### src/hw/dfwp_pkg.sv
// package of the fuse word protection block: addresses, field positions,
// reset values, timing figures, phase codes and the packed state carriers.
// assumes one 125 MHz clock domain and 14-bit program-space words.
package dfwp_pkg;

  // word widths of program space
  localparam int unsigned ADDR_W = 14;
  localparam int unsigned DATA_W = 14;

  // program-space word addresses as printed
  localparam logic [13:0] CFG_WORD_ADDR   = 14'h2007;
  localparam logic [13:0] ID_FIRST_ADDR   = 14'h2000;
  localparam logic [13:0] ID_LAST_ADDR    = 14'h2003;
  localparam logic [13:0] PM_LAST_ADDR    = 14'h0FFF;
  localparam logic [13:0] LOCK_LOW_END    = 14'h03FF;
  localparam logic [13:0] LOCK_HALF_END   = 14'h07FF;

  // field positions inside the fuse word
  localparam int unsigned DEBUG_EN_N_BIT  = 13;
  localparam int unsigned WRT_HI_BIT      = 11;
  localparam int unsigned WRT_LO_BIT      = 10;
  localparam int unsigned BOR_EN_BIT      = 8;
  localparam int unsigned CP_N_BIT        = 6;
  localparam int unsigned RST_PIN_SEL_BIT = 5;
  localparam int unsigned POWERUP_TIMER_EN_N_BIT   = 4;
  localparam int unsigned WDT_EN_BIT      = 3;

  // implemented bits; the rest carry no function and read as zero
  localparam logic [13:0] CFG_IMPL_MASK   = 14'h2D78;
  // latch value before the first load: the erased word, masked
  localparam logic [13:0] CFG_RESET_VAL   = 14'h2D78;
  localparam logic [13:0] DATA_ZERO       = 14'h0000;

  // self-write lock range codes
  localparam logic [1:0] WRT_OFF  = 2'b11;
  localparam logic [1:0] WRT_LOW  = 2'b10;
  localparam logic [1:0] WRT_HALF = 2'b01;
  localparam logic [1:0] WRT_ALL  = 2'b00;

  // power-up timer period and clock rate
  localparam int unsigned POWERUP_TIMER_TIME_US = 1000;
  localparam int unsigned CLK_MHZ      = 125;
  localparam int unsigned POWERUP_TIMER_CYCLES  = POWERUP_TIMER_TIME_US * CLK_MHZ;
  localparam int unsigned POWERUP_TIMER_CNT_W   = 24;

  // start-up phases
  typedef enum logic [1:0] {
    PH_LOAD = 2'b00,
    PH_POWERUP_TIMER = 2'b01,
    PH_RUN  = 2'b10
  } dfwp_phase_e;

  // decoded settings handed to the consumers
  typedef struct packed {
    logic       debug_enable_n;
    logic [1:0] self_write_lock_range;
    logic       brownout_reset_enable;
    logic       code_protect_n;
    logic       ext_reset_pin_select;
    logic       powerup_timer_enable_n;
    logic       watchdog_enable;
  } dfwp_cfg_s;

  // complete state of the block
  typedef struct packed {
    logic [2:0]            pin_sync;
    logic                  prog_mode;
    dfwp_phase_e           phase;
    logic [POWERUP_TIMER_CNT_W-1:0] powerup_timer_cnt;
    logic [13:0]           cfg_word;
    logic [13:0]           pgm_rdata;
    logic [13:0]           cpu_rdata;
    logic                  cpu_wr_blocked;
    logic                  pgm_wr_blocked;
  } dfwp_st_s;

endpackage

### src/hw/dfwp_fuse_word.sv
// fuse word loader and program-memory access guard of the device.
// assumes: program memory and fuse cell read asynchronously (data valid in
// the cycle of the address), reset unit gives a por flag on this clock.
//
// Operation
// - the settings live in one non-volatile word at 2007h and all enables decode from it.
// - bit 13 low turns debug mode on, high keeps it off.
// - bits 11-10 lock nothing, 000h-3FFh, 000h-7FFh or all up to FFFh from self-writes.
// - bit 8 high enables brown-out reset while running but not in sleep, low disables it.
// - bit 6 low blocks all external reads and writes of program memory.
// - a protected external read of program memory returns all zeros.
// - cpu fetches and reads ignore code protection, cpu writes obey only the lock range.
// - bit 5 high makes the pin an external reset with pull-up, low gives it its other use.
// - bit 4 low enables the power-up timer, high disables it.
// - bit 3 high turns the watchdog on, low leaves it off.
// - bits 12, 9, 7 and 2-0 have no function and read as zero.
// - cpu write permission follows the lock range, programmer write permission the code protection.
// - id words 2000h-2003h are hidden from the cpu but open to the programmer.
// - with the power-up timer on, reset after power-on is stretched.
//
// The plain strobed port was chosen for this implementation.

`timescale 1ns/1ps
`default_nettype none

module dfwp_fuse_word #(
  parameter int unsigned POWERUP_TIMER_CYCLES_P = dfwp_pkg::POWERUP_TIMER_CYCLES
) (
  // clock and reset
  input  wire logic               i_mclk,
  input  wire logic               i_rst_n,
  // reset unit and power state
  input  wire logic               i_last_reset_por,
  input  wire logic               i_sleep,
  // program/verify mode entry pin
  input  wire logic               i_prog_mode_pin,
  // external programmer port
  input  wire logic [13:0]        i_pgm_addr,
  input  wire logic [13:0]        i_pgm_wdata,
  input  wire logic               i_pgm_wr,
  input  wire logic               i_pgm_rd,
  output logic      [13:0]        o_pgm_rdata,
  output logic                    o_pgm_wr_blocked,
  // cpu port
  input  wire logic [13:0]        i_cpu_addr,
  input  wire logic [13:0]        i_cpu_wdata,
  input  wire logic               i_cpu_wr,
  input  wire logic               i_cpu_rd,
  output logic      [13:0]        o_cpu_rdata,
  output logic                    o_cpu_wr_blocked,
  // program memory array
  output logic      [13:0]        o_mem_addr,
  output logic      [13:0]        o_mem_wdata,
  output logic                    o_mem_wr,
  input  wire logic [13:0]        i_mem_rdata,
  // non-volatile fuse cell
  input  wire logic [13:0]        i_fuse_nv,
  output logic      [13:0]        o_fuse_wdata,
  output logic                    o_fuse_wr,
  // decoded settings
  output dfwp_pkg::dfwp_cfg_s     o_cfg,
  output logic                    o_debug_mode_en,
  output logic                    o_brownout_reset_en,
  output logic                    o_ext_reset_pin_en,
  output logic                    o_reset_pin_pullup_en,
  output logic                    o_powerup_timer_en,
  output logic                    o_watchdog_en,
  // start-up status
  output logic                    o_core_reset_hold,
  output logic                    o_cfg_valid,
  output logic                    o_prog_mode
);
  import dfwp_pkg::*;

  dfwp_st_s  st_r;
  dfwp_st_s  st_nxt;
  dfwp_cfg_s cfg;

  logic       pgm_in_pm;
  logic       pgm_in_id;
  logic       pgm_in_cfg;
  logic       code_locked;
  logic       cpu_in_pm;
  logic       cpu_locked;
  logic       pgm_wr_ok;
  logic       cpu_wr_ok;
  logic [13:0] lock_end;
  logic [13:0] fresh_word;

  // field split of the latched word
  always_comb begin
    cfg.debug_enable_n         = st_r.cfg_word[DEBUG_EN_N_BIT];
    cfg.self_write_lock_range  = {st_r.cfg_word[WRT_HI_BIT],
                                  st_r.cfg_word[WRT_LO_BIT]};
    cfg.brownout_reset_enable  = st_r.cfg_word[BOR_EN_BIT];
    cfg.code_protect_n         = st_r.cfg_word[CP_N_BIT];
    cfg.ext_reset_pin_select   = st_r.cfg_word[RST_PIN_SEL_BIT];
    cfg.powerup_timer_enable_n = st_r.cfg_word[POWERUP_TIMER_EN_N_BIT];
    cfg.watchdog_enable        = st_r.cfg_word[WDT_EN_BIT];
  end

  // the fresh word with dead bits forced to zero
  assign fresh_word = i_fuse_nv & CFG_IMPL_MASK;

  // address decode of both requesters
  assign pgm_in_pm  = (i_pgm_addr <= PM_LAST_ADDR);
  assign pgm_in_id  = (i_pgm_addr >= ID_FIRST_ADDR) &&
                      (i_pgm_addr <= ID_LAST_ADDR);
  assign pgm_in_cfg = (i_pgm_addr == CFG_WORD_ADDR);
  assign cpu_in_pm  = (i_cpu_addr <= PM_LAST_ADDR);

  // protection is active low in the word
  assign code_locked = ~cfg.code_protect_n;

  // end of the self-write locked region per range code
  always_comb begin
    lock_end   = PM_LAST_ADDR;
    cpu_locked = 1'b1;
    unique case (cfg.self_write_lock_range)
      WRT_OFF: begin
        lock_end   = DATA_ZERO;
        cpu_locked = 1'b0;
      end
      WRT_LOW: begin
        lock_end   = LOCK_LOW_END;
        cpu_locked = (i_cpu_addr <= lock_end);
      end
      WRT_HALF: begin
        lock_end   = LOCK_HALF_END;
        cpu_locked = (i_cpu_addr <= lock_end);
      end
      WRT_ALL: begin
        lock_end   = PM_LAST_ADDR;
        cpu_locked = 1'b1;
      end
    endcase
  end

  // programmer writes follow code protection only; ids always open
  assign pgm_wr_ok = st_r.prog_mode &&
                     ((pgm_in_pm && !code_locked) || pgm_in_id);

  // cpu writes follow the lock range only, ids never reachable
  assign cpu_wr_ok = !st_r.prog_mode && cpu_in_pm &&
                     !cpu_locked;

  // one memory port; the programmer owns it in program/verify mode
  always_comb begin
    if (st_r.prog_mode) begin
      o_mem_addr  = i_pgm_addr;
      o_mem_wdata = i_pgm_wdata;
      o_mem_wr    = i_pgm_wr && pgm_wr_ok;
    end else begin
      o_mem_addr  = i_cpu_addr;
      o_mem_wdata = i_cpu_wdata;
      o_mem_wr    = i_cpu_wr && cpu_wr_ok;
    end
  end

  // fuse cell is written only by the programmer; latches stay untouched
  assign o_fuse_wdata = i_pgm_wdata;
  assign o_fuse_wr    = i_pgm_wr && st_r.prog_mode && pgm_in_cfg;

  // next-state logic of the whole block
  always_comb begin
    st_nxt = st_r;

    // three-stage pin synchroniser, change taken when stages 2 and 3 agree
    st_nxt.pin_sync = {st_r.pin_sync[1:0], i_prog_mode_pin};
    if (st_r.pin_sync[2] == st_r.pin_sync[1]) begin
      st_nxt.prog_mode = st_r.pin_sync[2];
    end

    // start-up sequence: latch the word once, then optional stretch
    unique case (st_r.phase)
      PH_LOAD: begin
        st_nxt.cfg_word = fresh_word;
        st_nxt.powerup_timer_cnt = POWERUP_TIMER_CNT_W'(POWERUP_TIMER_CYCLES_P - 1);
        // power-up timer is active low in the word
        if (i_last_reset_por && !fresh_word[POWERUP_TIMER_EN_N_BIT]) begin
          st_nxt.phase = PH_POWERUP_TIMER;
        end else begin
          st_nxt.phase = PH_RUN;
        end
      end
      PH_POWERUP_TIMER: begin
        if (st_r.powerup_timer_cnt == '0) begin
          st_nxt.phase = PH_RUN;
        end else begin
          st_nxt.powerup_timer_cnt = st_r.powerup_timer_cnt - 1'b1;
        end
      end
      PH_RUN: begin
        st_nxt.phase = PH_RUN;  // latched word held until reset
      end
      default: begin
        st_nxt.phase = PH_LOAD;
      end
    endcase

    // programmer read data, one cycle after the strobe
    st_nxt.pgm_rdata = DATA_ZERO;
    if (i_pgm_rd && st_r.prog_mode) begin
      if (pgm_in_pm) begin
        // protected reads hide the array behind zeros
        st_nxt.pgm_rdata = code_locked ? DATA_ZERO
                                       : i_mem_rdata;
      end else if (pgm_in_id) begin
        st_nxt.pgm_rdata = i_mem_rdata;
      end else if (pgm_in_cfg) begin
        st_nxt.pgm_rdata = fresh_word;
      end
    end

    // cpu read data ignores code protection; ids and fuse stay hidden
    st_nxt.cpu_rdata = DATA_ZERO;
    if (i_cpu_rd && !st_r.prog_mode && cpu_in_pm) begin
      st_nxt.cpu_rdata = i_mem_rdata;
    end

    // refusal pulses, one cycle after the dropped write
    st_nxt.cpu_wr_blocked = i_cpu_wr && !cpu_wr_ok;
    st_nxt.pgm_wr_blocked = i_pgm_wr && !pgm_wr_ok && !pgm_in_cfg;
  end

  // single state register, synchronous reset
  always_ff @(posedge i_mclk) begin
    if (!i_rst_n) begin
      st_r.pin_sync       <= 3'h0;
      st_r.prog_mode      <= 1'b0;
      st_r.phase          <= PH_LOAD;
      st_r.powerup_timer_cnt       <= '0;
      st_r.cfg_word       <= CFG_RESET_VAL;
      st_r.pgm_rdata      <= DATA_ZERO;
      st_r.cpu_rdata      <= DATA_ZERO;
      st_r.cpu_wr_blocked <= 1'b0;
      st_r.pgm_wr_blocked <= 1'b0;
    end else begin
      st_r <= st_nxt;
    end
  end

  // data outputs straight from the state
  assign o_pgm_rdata      = st_r.pgm_rdata;
  assign o_cpu_rdata      = st_r.cpu_rdata;
  assign o_pgm_wr_blocked = st_r.pgm_wr_blocked;
  assign o_cpu_wr_blocked = st_r.cpu_wr_blocked;
  assign o_prog_mode      = st_r.prog_mode;
  assign o_cfg            = cfg;

  // decoded enables; brown-out is gated off in sleep
  assign o_debug_mode_en       = ~cfg.debug_enable_n;
  assign o_brownout_reset_en   = cfg.brownout_reset_enable &&
                                 !i_sleep;
  assign o_ext_reset_pin_en    = cfg.ext_reset_pin_select;
  assign o_reset_pin_pullup_en = cfg.ext_reset_pin_select;
  assign o_powerup_timer_en    = ~cfg.powerup_timer_enable_n;
  assign o_watchdog_en         = cfg.watchdog_enable;

  // core stays in reset until loaded and any stretch is over
  assign o_core_reset_hold = (st_r.phase != PH_RUN);
  assign o_cfg_valid       = (st_r.phase != PH_LOAD);

endmodule

`default_nettype wire

### config.mk
export PLATFORM = sky130hd
export DESIGN_NAME = dfwp_fuse_word
export DESIGN_NICKNAME = d
export VERILOG_FILES = /design/src/hw/dfwp_pkg.sv /design/src/hw/dfwp_fuse_word.sv
export SDC_FILE = /design/constraint.sdc
export NUM_CORES = 1
export LEC_CHECK = 0
export BUFFER_PORTS_ARGS = -buffer_cell sky130_fd_sc_hd__buf_2
export CAP_MARGIN = 30
export CORE_MARGIN = 2
export CORE_UTILIZATION = 41
export DETAILED_ROUTE_END_ITERATION = 10
export PLACE_DENSITY = 0.76
export SYNTH_ARGS = -nofsm -noshare
export SYNTH_HDL_FRONTEND = slang
export SYNTH_SLANG_ARGS = --single-unit
### constraint.sdc
create_clock -name i_mclk -period 2.2 [get_ports i_mclk]
set_clock_uncertainty 0.15 [all_clocks]
set_input_delay 0.44 -clock i_mclk [delete_from_list [all_inputs] [get_ports i_mclk]]
set_output_delay 0.44 -clock i_mclk [all_outputs]
set_load 0.02 [all_outputs]
==> metrics.yaml, run 1 <==
worst_pin_slew_ps: 429
r2r_cells: 7
synth-seq-cells: 68
rows: 33
critPathTopFamily: "simple AND/OR/NAND/NOR gates"
wire_per_inst_um: 15.1
antenna_found_initial: 0
io_pins: 184
critPathLaunchType: "flop"
cp_num_buf_inv: 2
firstDrtPassIters: 4
grt_use_total_pct: 20.4
period_share_pct: 96.7
fin_crit_ps: 2130
p_leak_nw: 2.23
grt_pass1_wl_mm: 15.6
final_util_pct: 56.3
clkTransAtPathRegs_ps: 80
synth_nets: 488
setup_violations: 0
yosysTopAreaCell: "dfxtp_1"
min_path_type: "in2reg"
holdBufCountCts: 0
fmax_ghz: 0.470
cts-buffers-inserted: 9
synthTopCellsByArea: "dfxtp_1, buf_4, mux2_2"
netlist_instances: 390
path_max_fanout: 3
seq_area_um2: 1360
synthMuxAreaShare_pct: 12.3
cp-end-kind: "flop"
drc: 0
synth_compound_area_share_pct: 9.96
synthXorXnorAreaFrac_pct: 1.72
maxCapViolCount: 0
detail_route.wirelength_mm: 9.85
hold_violations: 0
yosys.area.top_type_share_pct: 38.3
synthAdderAreaFrac_pct: 1.76
detail-route-antenna-nets: 0
drive_gt1_share_pct: 50.1
path_depth: 7
final_common_cell: "buf_2"
via_count: 3269
overflow: 0
synthSimpleGateAreaFrac_pct: 22.1
setup_ws_ps: 73.4
crit_type: "reg2reg"
drt_iter0_drc: 114
yosys_warnings: 0
p_per_area_nw_per_um2: 682
die_x_um: 97.1
synth.distinct_cells: 54
cts_htree_levels: 3
initial_core_util_pct: 42.8
num-nets-final: 642
cts_buffer_depth: 2
relSlewSlack_pct: 71.4
crit_required_ps: 2280
synth_edf_count: 0
diodes: 0
dieArea_um2: 9430
rsz0062_at_grt: "yes"
cts_tree: "yes"
dp_hpwl_mm: 7.75
arrival_ps: 2200
gp_congestion: 0.956
synth_top_family_by_area: "simple AND/OR/NAND/NOR gates"
layout_common_cells: "buf_2, dfxtp_1, buf_4, nor2_1, mux2_2"
hold_ws_ps: 158
status: "finished clean"
cp_slowest_cell: "or4b_4"
io_buffers: 177
ys_seq_area_share_pct: 38.3
hold_path_depth: 2
vdd_drop_max_mv: 0.355
crit_chain: "inv_2 > ha_4 > or4b_4 > o41ai_4 > buf_4 > mux2i_1 > nor2_1"
post_synth.cell_area_avg_um2: 9.12
cts.sinks: 68
insertion_delay_ps: 340
drv_slew: 0
coreArea_um2: 8300
num-fill-cells: 745
chipHeight_um: 97.1
ys.flop_type: "dfxtp_1"
viasPerCell: 5.00
grt_max_degree: 36
slowest_delay_ps: 480
syn_to_final_growth_pct: 31.5
synth_area_um2: 3560
cts_root_buf: "clkbuf_8"
first_global_vias: 3191
multiInputGateArea_um2: 1770
pre_cts_slack_ps: -30.5
async_reset_ff_share_pct: 0
fin_tns_setup_ps: 0
cells in the mapped netlist (2+ instances only):
library cell   n
nand2b_1       3
buf_2          2
nand3_1       10
ha_1           5
nor4_1         8
nor2_1        29
nand2_1       25
and2_1        27
nor2b_1        3
xnor2_1        7
and4_1         5
mux2i_1       11
o31a_1         2
dfxtp_1       68
a22oi_1        8
o211ai_1       2
nor4b_1        2
nor3_1        14
a211oi_1       7
o21ai_0        5
clkbuf_1      12
o21ai_1        2
a21boi_0       2
mux2_2        28
a21oi_1       10
inv_1         13
buf_4         51
and3_1         3
cells by family after synthesis:
group | after synthesis
adder cells (fa/ha/maj) | 5
XOR/XNOR | 7
AO/OA/AOI/OAI | 48
multiplexers | 40
AND/OR/NAND/NOR | 142
buffers and inverters | 80
flip-flops | 68
repair_timing:
item | 4_1_cts | 5_1_grt
cloned | 0 | 0
pin swaps | 1 | 5
gates resized for setup | 3 | 15
setup buffers | 0 | 3
setup endpoints to repair | 5 | 15
flip-flops by register name (all words and copies together), names as in the netlist:
signal	flops
o_cfg	8
st_nxt	2
o_prog_mode	1
o_cpu_wr_blocked	1
o_pgm_wr_blocked	1
o_cpu_rdata	14
o_pgm_rdata	14
st_r	27
report_power, final:
group | switching, mW | internal [mW] | total (mW)
registers | 0.0525 | 1.29 | 1.34
clock network | 0.470 | 0.638 | 1.11
logic | 0.414 | 0.325 | 0.739
area by class of cell:
class / instances / area share, %
inverter: 14 / 1.12
clock buffer: 10 / 2.73
sequential: 68 / 29.2
clock inverter: 6 / 1.90
timing repair buffer: 209 / 24.4
tap: 105 / 2.81
multi-input combinational: 242 / 37.9
through the flow:
step,area [um2],instances,total power [mW]
after CTS,4590,651,3.17
after global placement,4360,635,2.05
after floorplan,3560,390,1.81
after global routing,4670,654,3.34
after detailed placement,4360,635,2.06
final,4670,654,3.19
metal layers:
metal	GRT usage [%]	wire length [um]	up-vias
met5	0	0	-
met4	6.72	88	0
met3	5.54	620	6
met2	34.3	4760	111
met1	25.3	4380	1541
li1	-	-	1611
worst paths after layout:
path              slack (ps)             end      startpoint
setup reg to reg          70        st_r[69]        st_r[44]
hold reg to reg          290      st_nxt[73]      st_nxt[72]
setup / recovery          70        st_r[69]        st_r[44]
hold / removal           160  o_cpu_rdata[1]  i_mem_rdata[1]
No activity file was read; power rests on OpenSTA's default activity.
==> run 2, diff against run 1 <==
- BUFFER_PORTS_ARGS: -buffer_cell sky130_fd_sc_hd__buf_2 -> -buffer_cell sky130_fd_sc_hd__buf_4
- CORE_UTILIZATION: 41 -> 45
- PLACE_DENSITY: 0.76 -> 0.8
- TNS_END_PERCENT: not set -> 30
- clock period: 2.2 -> 2.5 ns (I/O delays scaled with it)
==> run 2 against run 1 <==
  * Sequential share of layout area shrank 1.5 points
  * Final area increased by 5.4%
  * Die area down 8.5%
  * Worst hold slack better by 51 ps
  * Critical path depth decreased by 1
  * Setup slack better by 59 ps
  * Register-to-register slack improved by 60 ps
  * Cell count decreased by 2.6%
  * Clock-buffer cell count is the same
  * Highest routed layer unchanged
==> metrics.yaml, run 2 (synthesis results as in run 1) <==
ctsResizeCount: 0  # was 3
drc: 0  # unchanged
clkTransAtPathRegs_ps: 80  # about the same
cts_root_buf: "clkbuf_8"  # unchanged
cts-buffers-inserted: 9  # unchanged
gp_congestion: 0.855  # was 0.956
viasPerCell: 5.13  # was 5.00
syn_to_final_growth_pct: 38.6  # was 31.5%
setup_violations: 0  # unchanged
grt_use_total_pct: 23.4  # was 20.4%
coreArea_um2: 7690  # was 8300 um2
wire_per_inst_um: 15.9  # was 15.1 um
slowest_delay_ps: 320  # was 480 ps
final_common_cell: "buf_4"  # was buf_2
stdcell_area_um2: 4930  # was 4670 um2
relSlewSlack_pct: 58.4  # was 71.4%
arrival_ps: 1720  # was 2200 ps
pre_cts_slack_ps: 145  # was -30.5 ps
worst_pin_slew_ps: 609  # was 429 ps
path_depth: 6  # was 7
largest_register_ffs: 27  # unchanged
insertion_delay_ps: 350  # was 340 ps
cts.sinks: 68  # unchanged
r2r-start: "st_r[44]"  # unchanged
layout_common_cells: "buf_4, dfxtp_1, nor2_1, mux2_2, and2_1"  # was buf_2, dfxtp_1, buf_4, nor2_1, mux2_2
dp_hpwl_mm: 8.01  # was 7.75 mm
crit_top_cell: "buf_4"
final_util_pct: 64.1  # was 56.3%
cp-end-kind: "output pin"  # was flop
status: "finished clean"  # unchanged
drt_iter0_drc: 125  # was 114
maxCapViolCount: 0  # unchanged
fin_crit_ps: 2370
drv_slew: 0  # unchanged
rsz0062_at_grt: "no"  # was yes
p_leak_nw: 2.27  # was 2.23 nW
fin_tns_setup_ps: 0  # unchanged
io_pins: 184  # unchanged
vdd_drop_max_mv: 0.258  # was 0.355 mV
crit_path_start: "i_pgm_addr[9]"  # was st_r[44]
detail_route.wirelength_mm: 10.1  # was 9.85 mm
via_count: 3270  # was 3269
detail-route-antenna-nets: 0  # unchanged
path_max_fanout: 2  # was 3
firstDrtPassIters: 4  # unchanged
cts_htree_levels: 3  # unchanged
rows: 32  # was 33
grt_max_degree: 36  # unchanged
cts_tree: "yes"  # unchanged
regMostFlops: "st_r"  # unchanged
cp_num_buf_inv: 2  # unchanged
cts_setup_buffers: 0  # unchanged
min_path_type: "in2reg"  # unchanged
reg2reg_slack_ps: 130  # was 70 ps
chipHeight_um: 92.9  # was 97.1 um
cp_slowest_cell: "nor4b_1"  # was or4b_4
overflow: 0  # unchanged
critPathCapture: "o_mem_wr"  # was st_r[69]
drive_gt1_share_pct: 46.7  # was 50.1%
p_per_area_nw_per_um2: 568  # was 682 nW/um2
diodes: 0  # unchanged
hold_violations: 0  # unchanged
num-nets-final: 628  # was 642
dpl_cell_area_um2: 4710  # was 4360 um2
grt_pass1_wl_mm: 15.8  # was 15.6 mm
dieArea_um2: 8630  # was 9430 um2
first_global_vias: 3197  # was 3191
holdBufCountCts: 0  # unchanged
setup_ws_ps: 132  # was 73.4 ps
io_buffers: 177  # unchanged
period_share_pct: 94.7
die_x_um: 92.9  # was 97.1 um
crit_type: "in2out"  # was reg2reg
crit_required_ps: 1850  # was 2280 ps
antenna_found_initial: 0  # unchanged
fmax_ghz: 0.422
timing.rr.end: "st_r[51]"  # was st_r[69]
final_cells: 637  # was 654
crit_chain: "buf_4 > nor4b_1 > nand3_1 > o21ai_0 > a32o_1 > buf_4"  # was inv_2 > ha_4 > or4b_4 > o41ai_4 > buf_4 > mux2i_1 > nor2_1
r2r_cells: 8  # was 7
critPathLaunchType: "primary input"  # was flop
initial_core_util_pct: 46.3  # was 42.8%
cts_buffer_depth: 2  # unchanged
critPathTopFamily: "compound AO/OA/AOI/OAI gates"  # was simple AND/OR/NAND/NOR gates
placed_cells: 621  # was 635
run 2: metrics by stage:
step                hold slack [ps]  power (mW)
detailed placement              271        1.88
CTS                             195        2.81
finish                          209        2.80
floorplan                       262        1.59
global placement                268        1.86
global route                    195        2.93
run 2: final cells by class:
class / instances / area (um2)
clock inverter: 6 / 71.3
multi-input combinational: 242 / 1710
sequential: 68 / 1360
clock buffer: 10 / 138
timing repair buffer: 195 / 1460
inverter: 14 / 52.6
fill: 626 / 2760
tap: 102 / 128
run 2: layer usage:
metal	GRT usage, %	share of wire, %	wire (um)	up-vias
met5	0	0	0	-
met4	6.99	1.7	172	0
met3	6.18	8.2	830	22
met2	42.2	51	5150	138
met1	26.9	39	3980	1518
li1	-	-	-	1592
run 2: worst min path at each step:
stage                   start        endpoint  slack, ps  cells past startpoint
2_1_floorplan      st_nxt[72]      st_nxt[73]        260                      1
3_3_place_gp       st_nxt[72]      st_nxt[73]        270                      1
3_5_place_dp       st_nxt[72]      st_nxt[73]        270                      1
4_1_cts        i_mem_rdata[0]  o_cpu_rdata[0]        200                      2
5_1_grt        i_mem_rdata[1]  o_pgm_rdata[1]        200                      2
6_report       i_mem_rdata[2]  o_cpu_rdata[2]        210                      2
run 2: power by group:
| part | switching [mW] | internal (mW) |
|---|---|---|
| combinational | 0.353 | 0.329 |
| sequential | 0.0464 | 1.13 |
| clock | 0.442 | 0.496 |
| total | 0.842 | 1.96 |
